<file path="src/design/nsac_consts.svh">
// constants for the non-secure access control register block
// assumes inclusion by bare name from design files only
`ifndef NSAC_CONSTS_SVH
`define NSAC_CONSTS_SVH
// coprocessor move encoding of this register
`define NSAC_OPC1 3'h0
`define NSAC_CRN 4'h1
`define NSAC_CRM 4'h1
`define NSAC_OPC2 3'h2
// field positions
`define NSAC_BIT_COH 18
`define NSAC_BIT_L2E 17
`define NSAC_BIT_VEC 15
`define NSAC_BIT_UPR 14
`define NSAC_BIT_COPROC_ELEVEN_NS_ENABLE 11
`define NSAC_BIT_COPROC_TEN_NS_ENABLE 10
// implemented writable bits and reset value
`define NSAC_WMASK 32'h0006CC00
`define NSAC_RESET 32'h00000000
// positions in the other registers that this block guards
`define NSAC_AUX_COH_BIT 6
`define NSAC_L2_ERR_BIT 29
`define NSAC_CPA_VEC_BIT 31
`define NSAC_CPA_UPR_BIT 30
`define NSAC_CPA_COPROC_TEN_NS_ENABLE_LSB 20
`define NSAC_CPA_COPROC_ELEVEN_NS_ENABLE_LSB 22
`endif

</file>
<file path="src/design/nsac_pkg.sv">
// types for the non-secure access control register block
// assumes nsac_consts.svh supplies the numeric constants
package nsac_pkg;
    // one coprocessor move request from the core
    typedef struct packed {
        logic valid;      // move instruction issued
        logic write;      // 1 move to coprocessor, 0 move from
        logic [2:0] opc1; // first opcode
        logic [3:0] crn;  // primary register
        logic [3:0] crm;  // secondary register
        logic [2:0] opc2; // second opcode
        logic [31:0] wdata; // write data
    } nsac_req_t;
    // processor context
    typedef struct packed {
        logic [1:0] priv;    // privilege level 0..2
        logic monitor;       // in monitor mode
        logic ns_bit;        // nonsecure_state_bit of secure_config_reg
    } nsac_ctx_t;
    // whole state of the block
    typedef struct packed {
        logic [31:0] ctl;    // nonsecure_access_control contents
        logic [31:0] rdata;  // read data
        logic rvalid;        // read answer strobe
        logic undef;         // access refused
    } nsac_state_t;
endpackage : nsac_pkg

</file>
<file path="src/design/nsac_top.sv">
// non-secure access control register and its guards on other registers
// assumes the core issues coprocessor moves synchronous to clock; context
// comes from logic on the same clock, so no synchronisers are needed
`timescale 1ns/10ps
`default_nettype none
`include "nsac_consts.svh"

// Summary of operation
// - no access below level one; nonsecure read-only
// - bit18 clear blocks nonsecure aux register writes
// - bit18 set lets nonsecure write coherency bit
// - bit17 clear blocks nonsecure l2 register writes
// - bit17 set lets nonsecure write error bit
// - bit15 set forces vector disable in nonsecure
// - bit14 set forces upper disable, ignores writes
// - fp without vector: bits 15,14 read one
// - no fp: bits 15,14 unknown, read zero
// - bit11 clear refuses nonsecure slot eleven access
// - bit10 clear refuses nonsecure slot ten access
// - disabled slot field reads 00, ignores writes
// - enabled slot accepts both security states
// - no fp: slot enable bits read zero
// - encoding opcode1 0, c1, c1, opcode2 2
// - secure state from ns bit, monitor secure
module nsac_top #(
    parameter bit HAS_FP = 1'b1,  // floating point present
    parameter bit HAS_VEC = 1'b1  // vector extension present
) (
    input wire logic clock,
    input wire logic rst,
    input wire logic clk_en,
    input wire nsac_pkg::nsac_req_t req,
    input wire nsac_pkg::nsac_ctx_t ctx,
    output logic [31:0] rdata,
    output logic rvalid,
    output logic undef,
    input wire logic aux_wr,
    input wire logic [31:0] aux_wdata,
    input wire logic [31:0] aux_cur,
    output logic aux_wr_en,
    output logic [31:0] aux_wr_mask,
    input wire logic l2_wr,
    input wire logic [31:0] l2_wdata,
    input wire logic [31:0] l2_cur,
    output logic l2_wr_en,
    output logic [31:0] l2_wr_mask,
    input wire logic cpa_wr,
    input wire logic [31:0] cpa_cur,
    output logic cpa_wr_en,
    output logic [31:0] cpa_wr_mask,
    output logic [31:0] cpa_view,
    input wire logic [3:0] cp_num,
    input wire logic cp_access,
    output logic cp_undef
);
    nsac_pkg::nsac_state_t s_q; // registered state
    nsac_pkg::nsac_state_t s_d; // next state
    logic nonsec;               // effective nonsecure state
    logic [31:0] ctl_view;      // register as read
    logic [31:0] wmask;         // bits software may write
    logic hit;                  // request addresses this register

    // the guard outputs below are combinational on purpose: the
    // neighbouring registers apply them in the same cycle as their
    // own write strobe, so a registered guard would lag one write
    // behind a change of this register or of the security state.
    // the price is a longer path from ctx to the neighbours' enables.
    //
    // only the security state decides which restrictions apply;
    // privilege matters for access to this register alone, since the
    // neighbours run their own privilege checks.
    //
    // clock enable freezes the stored contents and the read answer,
    // while the guards keep following ctx and the frozen contents.

    // monitor mode is always secure
    assign nonsec = ctx.ns_bit & ~ctx.monitor;
    assign hit = req.valid && req.opc1 == `NSAC_OPC1 && req.crn == `NSAC_CRN
        && req.crm == `NSAC_CRM && req.opc2 == `NSAC_OPC2;

    // configuration shapes what is stored and what reads back
    always_comb begin
        wmask = `NSAC_WMASK;
        ctl_view = s_q.ctl & `NSAC_WMASK;
        if (HAS_FP && !HAS_VEC) begin
            // fixed ones, writes ignored
            wmask[`NSAC_BIT_VEC] = 1'b0;
            wmask[`NSAC_BIT_UPR] = 1'b0;
            ctl_view[`NSAC_BIT_VEC] = 1'b1;
            ctl_view[`NSAC_BIT_UPR] = 1'b1;
        end else if (!HAS_FP) begin
            // unknown bits are given zero for determinism
            wmask[`NSAC_BIT_VEC] = 1'b0;
            wmask[`NSAC_BIT_UPR] = 1'b0;
            wmask[`NSAC_BIT_COPROC_ELEVEN_NS_ENABLE] = 1'b0;
            wmask[`NSAC_BIT_COPROC_TEN_NS_ENABLE] = 1'b0;
            ctl_view[`NSAC_BIT_VEC] = 1'b0;
            ctl_view[`NSAC_BIT_UPR] = 1'b0;
            ctl_view[`NSAC_BIT_COPROC_ELEVEN_NS_ENABLE] = 1'b0;
            ctl_view[`NSAC_BIT_COPROC_TEN_NS_ENABLE] = 1'b0;
        end
    end

    // next state: register access with privilege checks
    // level zero is refused first, whatever the security state;
    // a nonsecure write is refused and leaves the contents alone;
    // reserved bits never reach storage, so they read zero later
    always_comb begin
        s_d = s_q;
        s_d.rvalid = 1'b0;
        s_d.undef = 1'b0;
        if (hit) begin
            if (ctx.priv == 2'h0 && !ctx.monitor) begin
                s_d.undef = 1'b1;
            end else if (req.write) begin
                if (nonsec) begin
                    s_d.undef = 1'b1;
                end else begin
                    s_d.ctl = req.wdata & wmask;
                end
            end else begin
                s_d.rdata = ctl_view;
                s_d.rvalid = 1'b1;
            end
        end
    end

    // guard on the auxiliary control register
    always_comb begin
        aux_wr_en = aux_wr;
        aux_wr_mask = 32'hFFFFFFFF;
        if (nonsec) begin
            aux_wr_mask = 32'h00000000;
            if (ctl_view[`NSAC_BIT_COH]) begin
                aux_wr_mask[`NSAC_AUX_COH_BIT] = 1'b1;
            end
            aux_wr_en = aux_wr && ctl_view[`NSAC_BIT_COH];
        end
    end

    // guard on the l2 extended control register
    always_comb begin
        l2_wr_en = l2_wr;
        l2_wr_mask = 32'hFFFFFFFF;
        if (nonsec) begin
            l2_wr_mask = 32'h00000000;
            if (ctl_view[`NSAC_BIT_L2E]) begin
                l2_wr_mask[`NSAC_L2_ERR_BIT] = 1'b1;
            end
            l2_wr_en = l2_wr && ctl_view[`NSAC_BIT_L2E];
        end
    end

    // guard and read view of the coprocessor access register
    always_comb begin
        cpa_wr_en = cpa_wr;
        cpa_wr_mask = 32'hFFFFFFFF;
        cpa_view = cpa_cur;
        if (nonsec) begin
            if (ctl_view[`NSAC_BIT_VEC]) begin
                cpa_view[`NSAC_CPA_VEC_BIT] = 1'b1;
                cpa_wr_mask[`NSAC_CPA_VEC_BIT] = 1'b0;
            end
            if (ctl_view[`NSAC_BIT_UPR]) begin
                cpa_view[`NSAC_CPA_UPR_BIT] = 1'b1;
                cpa_wr_mask[`NSAC_CPA_UPR_BIT] = 1'b0;
            end
            if (!ctl_view[`NSAC_BIT_COPROC_TEN_NS_ENABLE]) begin
                cpa_view[`NSAC_CPA_COPROC_TEN_NS_ENABLE_LSB +: 2] = 2'h0;
                cpa_wr_mask[`NSAC_CPA_COPROC_TEN_NS_ENABLE_LSB +: 2] = 2'h0;
            end
            if (!ctl_view[`NSAC_BIT_COPROC_ELEVEN_NS_ENABLE]) begin
                cpa_view[`NSAC_CPA_COPROC_ELEVEN_NS_ENABLE_LSB +: 2] = 2'h0;
                cpa_wr_mask[`NSAC_CPA_COPROC_ELEVEN_NS_ENABLE_LSB +: 2] = 2'h0;
            end
        end
    end

    // slot access check; mismatched enables are left per slot
    // software keeps both enables equal; when it does not, each slot
    // simply follows its own bit, which is one legal outcome of the
    // unpredictable case and costs no extra logic
    // secure accesses never reach the refusal branch at all
    always_comb begin
        cp_undef = 1'b0;
        if (cp_access && nonsec) begin
            if (cp_num == 4'hB && !ctl_view[`NSAC_BIT_COPROC_ELEVEN_NS_ENABLE]) begin
                cp_undef = 1'b1;
            end else if (cp_num == 4'hA && !ctl_view[`NSAC_BIT_COPROC_TEN_NS_ENABLE]) begin
                cp_undef = 1'b1;
            end
            // enabled slots pass in either state
        end
    end

    // state register, frozen while clock enable low
    // reset is synchronous and takes effect on any rising edge, whatever the clock enable
    // read data is cleared too, so the first read shows no stale value
    always_ff @(posedge clock) begin
        if (rst) begin
            s_q <= '0;
            s_q.ctl <= `NSAC_RESET;
        end else if (clk_en) begin
            s_q <= s_d;
        end
    end

    // answers come straight from flip-flops, right after the taking edge
    assign rdata = s_q.rdata;
    assign rvalid = s_q.rvalid;
    assign undef = s_q.undef;
endmodule : nsac_top
`default_nettype wire

</file>
<file path="config.mk">
export PLATFORM = sky130hd
export DESIGN_NAME = nsac_top
export DESIGN_NICKNAME = d
export VERILOG_FILES = /design/src/design/nsac_pkg.sv /design/src/design/nsac_top.sv
export VERILOG_INCLUDE_DIRS = /design/src /design/src/design
export SDC_FILE = /design/constraint.sdc
export NUM_CORES = 1
export LEC_CHECK = 0
export ABC_AREA = 1
export BUFFER_PORTS_ARGS = -buffer_cell sky130_fd_sc_hd__buf_2
export CORE_AREA = 2 2 153 155
export CTS_CLUSTER_DIAMETER = 100
export DETAILED_ROUTE_END_ITERATION = 8
export DIE_AREA = 0 0 155 157
export SYNTH_ARGS = -nofsm -noshare
export SYNTH_HDL_FRONTEND = slang
export SYNTH_SLANG_ARGS = --single-unit
</file>
<file path="constraint.sdc">
create_clock -name clock -period 1.7 [get_ports clock]
set_clock_uncertainty 0.2 [all_clocks]
set_input_delay 0.085 -clock clock [delete_from_list [all_inputs] [get_ports clock]]
set_output_delay 0.085 -clock clock [all_outputs]
set_load 0.1 [all_outputs]
</file>
==> flow_metrics.env, run 1 <==
export IMPL_status="complete, no violations"
export IMPL_drc_errors=0
export IMPL_min_path_type="input pin to flop"
export IMPL_dr_pass1_iters=4
export IMPL_slowest_delay_ns=1.20
export IMPL_placementRows=55
export IMPL_avgRoutedWirePerCell_um=9.56
export IMPL_synth_yosys_warnings=0
export IMPL_synth_flop_cell="dfxtp_1"
export IMPL_synth_top_area_frac=0.519
export IMPL_tritoncts="done"
export IMPL_drive_above_1_share=0.413
export IMPL_hold_ws_ns=0.0343
export IMPL_drt_total_wl_um=6550
export IMPL_synth_top_cells_by_area="buf_4 (52%), dfxtp_1 (14%), nand2_1 (7.8%), inv_1 (7.1%), nor2_1 (5.6%)"
export IMPL_async_reset_ff_frac=0
export IMPL_antenna_found_initial=0
export IMPL_irDropWorstVdd_mv=0.244
export IMPL_die_area_um2=24300
export IMPL_r2r_cells=3
export IMPL_synth_top_family_by_area="buffers and inverters"
export IMPL_area_growth_synth_to_final_pct=92.0
export IMPL_dp_hpwl_um=5600
export IMPL_num_fill_cells=2475
export IMPL_crit_path_start_kind="input pin"
export IMPL_crit_path_cell_trace="dlygate4sd3_1"
export IMPL_finalPower_uw=3000
export IMPL_finalCritPeriodShare=0.925
export IMPL_antenna_cells=0
export IMPL_stdcell_area_um2=3970
export IMPL_synth_cell_types=19
export IMPL_hold_viol_final=0
export IMPL_p_leak_uw=0.00189
export IMPL_crit_slowest_cell="dlygate4sd3_1"
export IMPL_crit_cells=1
export IMPL_reg2reg_setup_slack_ns=0.37
export IMPL_setup_viol=0
export IMPL_cp_required_ns=1.41
export IMPL_avgSynthCellArea_um2=6.48
export IMPL_netlist_top_cells_count="buf_4 (143), nand2_1 (43), inv_1 (39)"
export IMPL_synth_area_um2=2070
export IMPL_grt_util_all_layers=0.0492
export IMPL_critical_path_class="input pin to primary output"
export IMPL_cp_endpoint="cpa_view[17]"
export IMPL_place_ws_ns=0.234
export IMPL_yosysMostFrequentCell="buf_4"
export IMPL_synth_xor_area_frac=0
export IMPL_clockBufferDepth=2
export IMPL_clk_pin_slew_ns=0.05
export IMPL_htree_levels=1
export IMPL_syn_instance_count=319
export IMPL_clock_latency_ns=0.24
export IMPL_placed_area_um2=3510
export IMPL_synth_seq_cells=14
export IMPL_crit_family="buffers and inverters"
export IMPL_rr_startpoint="rvalid"
export IMPL_nets=624
export IMPL_fmax_ghz=0.636
export IMPL_synth_top_area_cell="buf_4"
export IMPL_drtAntennaViolNets=0
export IMPL_grt_pass1_wl_um=9100
export IMPL_num_io_pins=389
export IMPL_cts_root_buf="clkbuf_16"
export IMPL_vias=1874
export IMPL_fp_dieH_um=157
export IMPL_worst_pin_slew_ns=1.00
export IMPL_synthAdderAreaFrac=0
export IMPL_endpoint_kind="primary output"
export IMPL_post_cts_buffers=0
export IMPL_path_max_fanout=1
export IMPL_cap_violations=0
export IMPL_critPathBufInv=1
export IMPL_relSlewSlack=0.330
export IMPL_slew_violations=0
export IMPL_cts_buffers=3
export IMPL_period_needed_ns=1.57
export IMPL_p_per_area_nw_per_um2=755
export IMPL_grt_pass1_vias=1631
export IMPL_synth_edf_count=0
export IMPL_synth_mux_area_frac=0
export IMPL_synthSimpleGateAreaFrac=0.221
export IMPL_dieWidth_um=155
export IMPL_initialDrtViolationCount=43
export IMPL_synth_yosys_seq_area_share=0.136
export IMPL_globalRouteOverflowTotal=0
export IMPL_grt_max_degree=35
export IMPL_initial_core_util=0.0919
export IMPL_synth_compound_area_frac=0.0369
export IMPL_cts_sinks=14
export IMPL_gp_congestion=0.713
export IMPL_startpoint="cpa_cur[17]"
export IMPL_reg2reg_to="rvalid"
export IMPL_setup_ws_ns=0.128
export IMPL_critical_path_arrival_ns=1.29
export IMPL_io_buffers=128
export IMPL_design_core_area_um2=22500
export IMPL_rsz0062_at_grt="no"
export IMPL_viasPerCell=2.74
[per-stage QoR]
stage,util,TNS [ns],std cells
after floorplan,-,-0.116,369
after global placement,0.156,0,645
after detailed placement,0.156,0,645
after CTS,0.176,0,685
after global routing,0.176,0,685
final,0.176,0,685
[kinds of logic after synthesis]
kind of cell | count (synthesis)
buffers and inverters | 189
AND/OR/NAND/NOR | 103
flip-flops | 14
AO/OA/AOI/OAI | 11
other | 2
[worst min-delay path by stage]
stage | startpoint | endpoint | slack (ns) | cells after the start
2_1_floorplan | rst | rvalid | -0.05 | 1
6_report | req[44] | undef | 0.03 | 6
5_1_grt | req[41] | undef | 0.07 | 6
3_3_place_gp | cpa_cur[12] | cpa_view[12] | -0.03 | 0
4_1_cts | req[44] | undef | 0.04 | 6
3_5_place_dp | cpa_cur[12] | cpa_view[12] | -0.03 | 0
[repair_timing]
item	in CTS	in global routing
setup endpoints to repair	0	3
hold endpoints to repair	35	0
hold buffers	36	0
resized for setup	0	2
[flip-flops by register name, summed over array words and instances, names as in the netlist]
register and flops:
rdata 6, rvalid 1, ctl_view 6, undef 1
[layout by cell type, fill, tap and decap left out, drive strengths merged]
master       count
a211oi           1
a21oi            3
buf            135
clkbuf           4
conb            52
dfxtp           14
dlygate4sd3     36
inv             45
nand2           46
nand3           17
nand4            4
nor2            36
o21a             6
o21ai            1
[where the power goes]
group | internal (uW) | switching, uW | total [uW]
Sequential | 329 | 0.00333 | 329
Clock | 357 | 147 | 504
Combinational | 487 | 1680 | 2170
[layer usage]
metal / up-vias / part of all wire / GRT usage / wire (um)
li1: 918 / - / - / -
met1: 798 / 0.39 / 0.0554 / 2560
met3: 2 / 0.10 / 0.0118 / 684
met2: 156 / 0.50 / 0.0929 / 3260
met4: 0 / 0.0073 / 0.0119 / 48
met5: - / 0 / 0 / 0
[layout make-up]
class                           instances  area [um^2]  share of cell area
Clock buffer                            4         88.8              0.0224
Multi-Input combinational cell        166          800               0.201
Sequential cell                        14          282              0.0709
Timing Repair Buffer                  171         2250               0.567
Tap cell                              285          357              0.0898
Inverter                               45          193              0.0485
Note: power is estimated with default switching activity, not from simulation.
==> run 2: changes to the inputs <==
--- a/config.mk
+++ b/config.mk
@@ -14,2 +14,3 @@
 export DIE_AREA = 0 0 155 157
+export PLACE_DENSITY = 0.37
 export SYNTH_ARGS = -nofsm -noshare
==> constraint.sdc (replaced) <==
create_clock -name clock -period 1.7 [get_ports clock]
set_clock_uncertainty 0.2 [all_clocks]
set_input_delay 0.255 -clock clock [delete_from_list [all_inputs] [get_ports clock]]
set_output_delay 0.255 -clock clock [all_outputs]
set_load 0.1 [all_outputs]
==> run 2 against run 1 <==
Against the previous run:
- cell area decreased by 2.8%
- routed wire length down 2.9%
- sequential share of layout area up 0.27 points
- register-to-register slack improved by 0.25 ns
- non-clock buffer count decreased by 16
- clock power about the same
- cell count shrank 2.2%
- first-iteration DRC count down 49%
- critical endpoint is now cp_undef
- largest power group unchanged
- highest routed layer is now met5
==> flow_metrics.env, run 2 (synthesis results as in run 1) <==
export IMPL_status="complete, no violations"
export IMPL_globalRouteOverflowTotal=0
export IMPL_crit_path_cell_trace="buf_4, a211oi_4, buf_12"
export IMPL_grt_pass1_wl_um=8930
export IMPL_p_sw_uw=1570
export IMPL_cts_root_buf="clkbuf_16"
export IMPL_setup_viol=0
export IMPL_endpoint_kind="primary output"
export IMPL_placed_area_um2=3740
export IMPL_dr_pass1_iters=4
export IMPL_dp_cells=662
export IMPL_reg2reg_setup_slack_ns=0.62
export IMPL_place_ws_ns=0.0413
export IMPL_clockBufferDepth=2
export IMPL_critPathBufInv=2
export IMPL_slowest_delay_ns=0.35
export IMPL_stdcell_area_um2=3860
export IMPL_cp_required_ns=1.24
export IMPL_period_needed_ns=1.64
export IMPL_grt_max_degree=21
export IMPL_power_frac_comb=0.697
export IMPL_hold_ws_ns=0.120
export IMPL_nets=608
export IMPL_critical_path_arrival_ns=1.19
export IMPL_finalCritPeriodShare=0.965
export IMPL_swShare=0.573
export IMPL_slew_violations=0
export IMPL_dp_hpwl_um=5920
export IMPL_hold_viol_final=0
export IMPL_gp_congestion=0.660
export IMPL_placementRows=55
export IMPL_initialDrtViolationCount=22
export IMPL_fmax_ghz=0.610
export IMPL_vias=1748
export IMPL_p_int_uw=1170
export IMPL_crit_slowest_cell="dfxtp_4"
export IMPL_htree_levels=1
export IMPL_viasPerCell=2.61
export IMPL_irDropWorstVdd_mv=0.307
export IMPL_finalPower_uw=2740
export IMPL_critical_path_class="flop to primary output"
export IMPL_hold_path_startpoint="req[11]"
export IMPL_final_cell_mix="buf_12 (86), conb_1 (52), buf_2 (49)"
export IMPL_mostFrequentLayoutCell="buf_12"
export IMPL_design_core_area_um2=22500
export IMPL_rsz0062_at_grt="no"
export IMPL_drtAntennaViolNets=0
export IMPL_rr_startpoint="ctl_view[10]"
export IMPL_initial_core_util=0.0919
export IMPL_crit_family="flip-flops"
export IMPL_drt_total_wl_um=6360
export IMPL_worstHoldPathCells=5
export IMPL_antenna_found_initial=4
export IMPL_fp_dieH_um=157
export IMPL_cap_violations=0
export IMPL_setup_ws_ns=0.0599
export IMPL_p_leak_uw=0.00187
export IMPL_crit_path_start_kind="flop"
export IMPL_cts_sinks=14
export IMPL_die_area_um2=24300
export IMPL_io_buffers=128
export IMPL_drive_above_1_share=0.497
export IMPL_min_path_type="input pin to flop"
export IMPL_clk_pin_slew_ns=0.05
export IMPL_drc_errors=0
export IMPL_hold_end="ctl_view[11]"
export IMPL_dieWidth_um=155
export IMPL_clock_latency_ns=0.24
export IMPL_cts_buffers=3
export IMPL_p_seq_frac=0.119
export IMPL_num_io_pins=389
export IMPL_fin_cells=670
export IMPL_grt_pass1_vias=1529
export IMPL_p_per_area_nw_per_um2=710
export IMPL_grt_util_all_layers=0.0489
export IMPL_pwr_share_clk=0.184
export IMPL_reg2reg_to="rdata[10]"
export IMPL_r2r_cells=5
export IMPL_avgRoutedWirePerCell_um=9.50
export IMPL_path_max_fanout=4
export IMPL_tritoncts="done"
export IMPL_area_growth_synth_to_final_pct=86.7
## run 2: cell count changes in the layout (fill, tap and decap cells not counted)
| cell | before | now |
|---|---|---|
| buf_12 | 80 | 86 |
| buf_4 | 6 | 19 |
| dfxtp_2 | 1 | 0 |
| dfxtp_4 | 0 | 1 |
| diode_2 | 0 | 1 |
| dlygate4sd3_1 | 36 | 1 |
| inv_1 | 39 | 38 |
| inv_2 | 4 | 5 |
| nand2_4 | 2 | 0 |
| nand2_8 | 1 | 3 |
| nand3_2 | 1 | 2 |
| nand3_4 | 1 | 0 |
| o21a_1 | 6 | 0 |
| o21a_2 | 0 | 6 |
## run 2: worst max-delay path by stage
stage,start,to,cells past startpoint
floorplan,ctx[1],cp_undef,5
finish,ctl_view[11],cp_undef,3
CTS,ctl_view[11],cp_undef,3
global route,ctl_view[10],cpa_wr_mask[21],4
global placement,ctx[1],l2_wr_mask[26],6
detailed placement,ctx[1],cp_undef,7
## run 2: final cells by class
cell class / count / area (um^2)
well taps: 285 / 357
multi-input cells: 166 / 817
fillers: 2518 / 18600
inverters: 45 / 193
repair buffers: 155 / 2120
flip-flops and latches: 14 / 284
clock buffers: 4 / 88.8
diodes: 1 / 2.50
## run 2: routing by layer
layer	track usage	up-vias	share of wire
met4	0.00705	2	0.0099
li1	-	887	-
met2	0.0768	134	0.43
met1	0.0646	713	0.44
met3	0.0190	12	0.12
met5	0	-	0.0016
## run 2: what timing repair did
| action | CTS | global route |
|---|---|---|
| buffers inserted | 1 | 1 |
| resized for setup | 3 | 0 |
| gates cloned | 0 | 0 |
| hold endpoints to repair | 2 | 0 |
| pin swaps | 0 | 1 |
| hold buffers | 1 | 0 |
| endpoints found under the setup margin | 3 | 1 |
## run 2: worst min-delay path: stages
cell	delay (ns)
buf_2	0.07
inv_1	0.03
nand3_1	0.06
nand2_1	0.04
nor2_1	0.06
## run 2: stage by stage
step | setup TNS (ns) | util
detailed placement | 0 | 0.166
CTS | 0 | 0.171
floorplan | -1.72 | -
global route | 0 | 0.171
global placement | 0 | 0.166
finish | 0 | 0.172
## run 2: power groups by stage
| stage | combinational (uW) | clock, uW | sequential [uW] |
|---|---|---|---|
| 6_report | 1910 | 504 | 327 |
| 5_1_grt | 1960 | 541 | 326 |
| 4_1_cts | 1920 | 527 | 327 |
| 3_5_place_dp | 1920 | 0 | 335 |
| 3_3_place_gp | 1920 | 0 | 335 |
| 2_1_floorplan | 1820 | 0 | 335 |
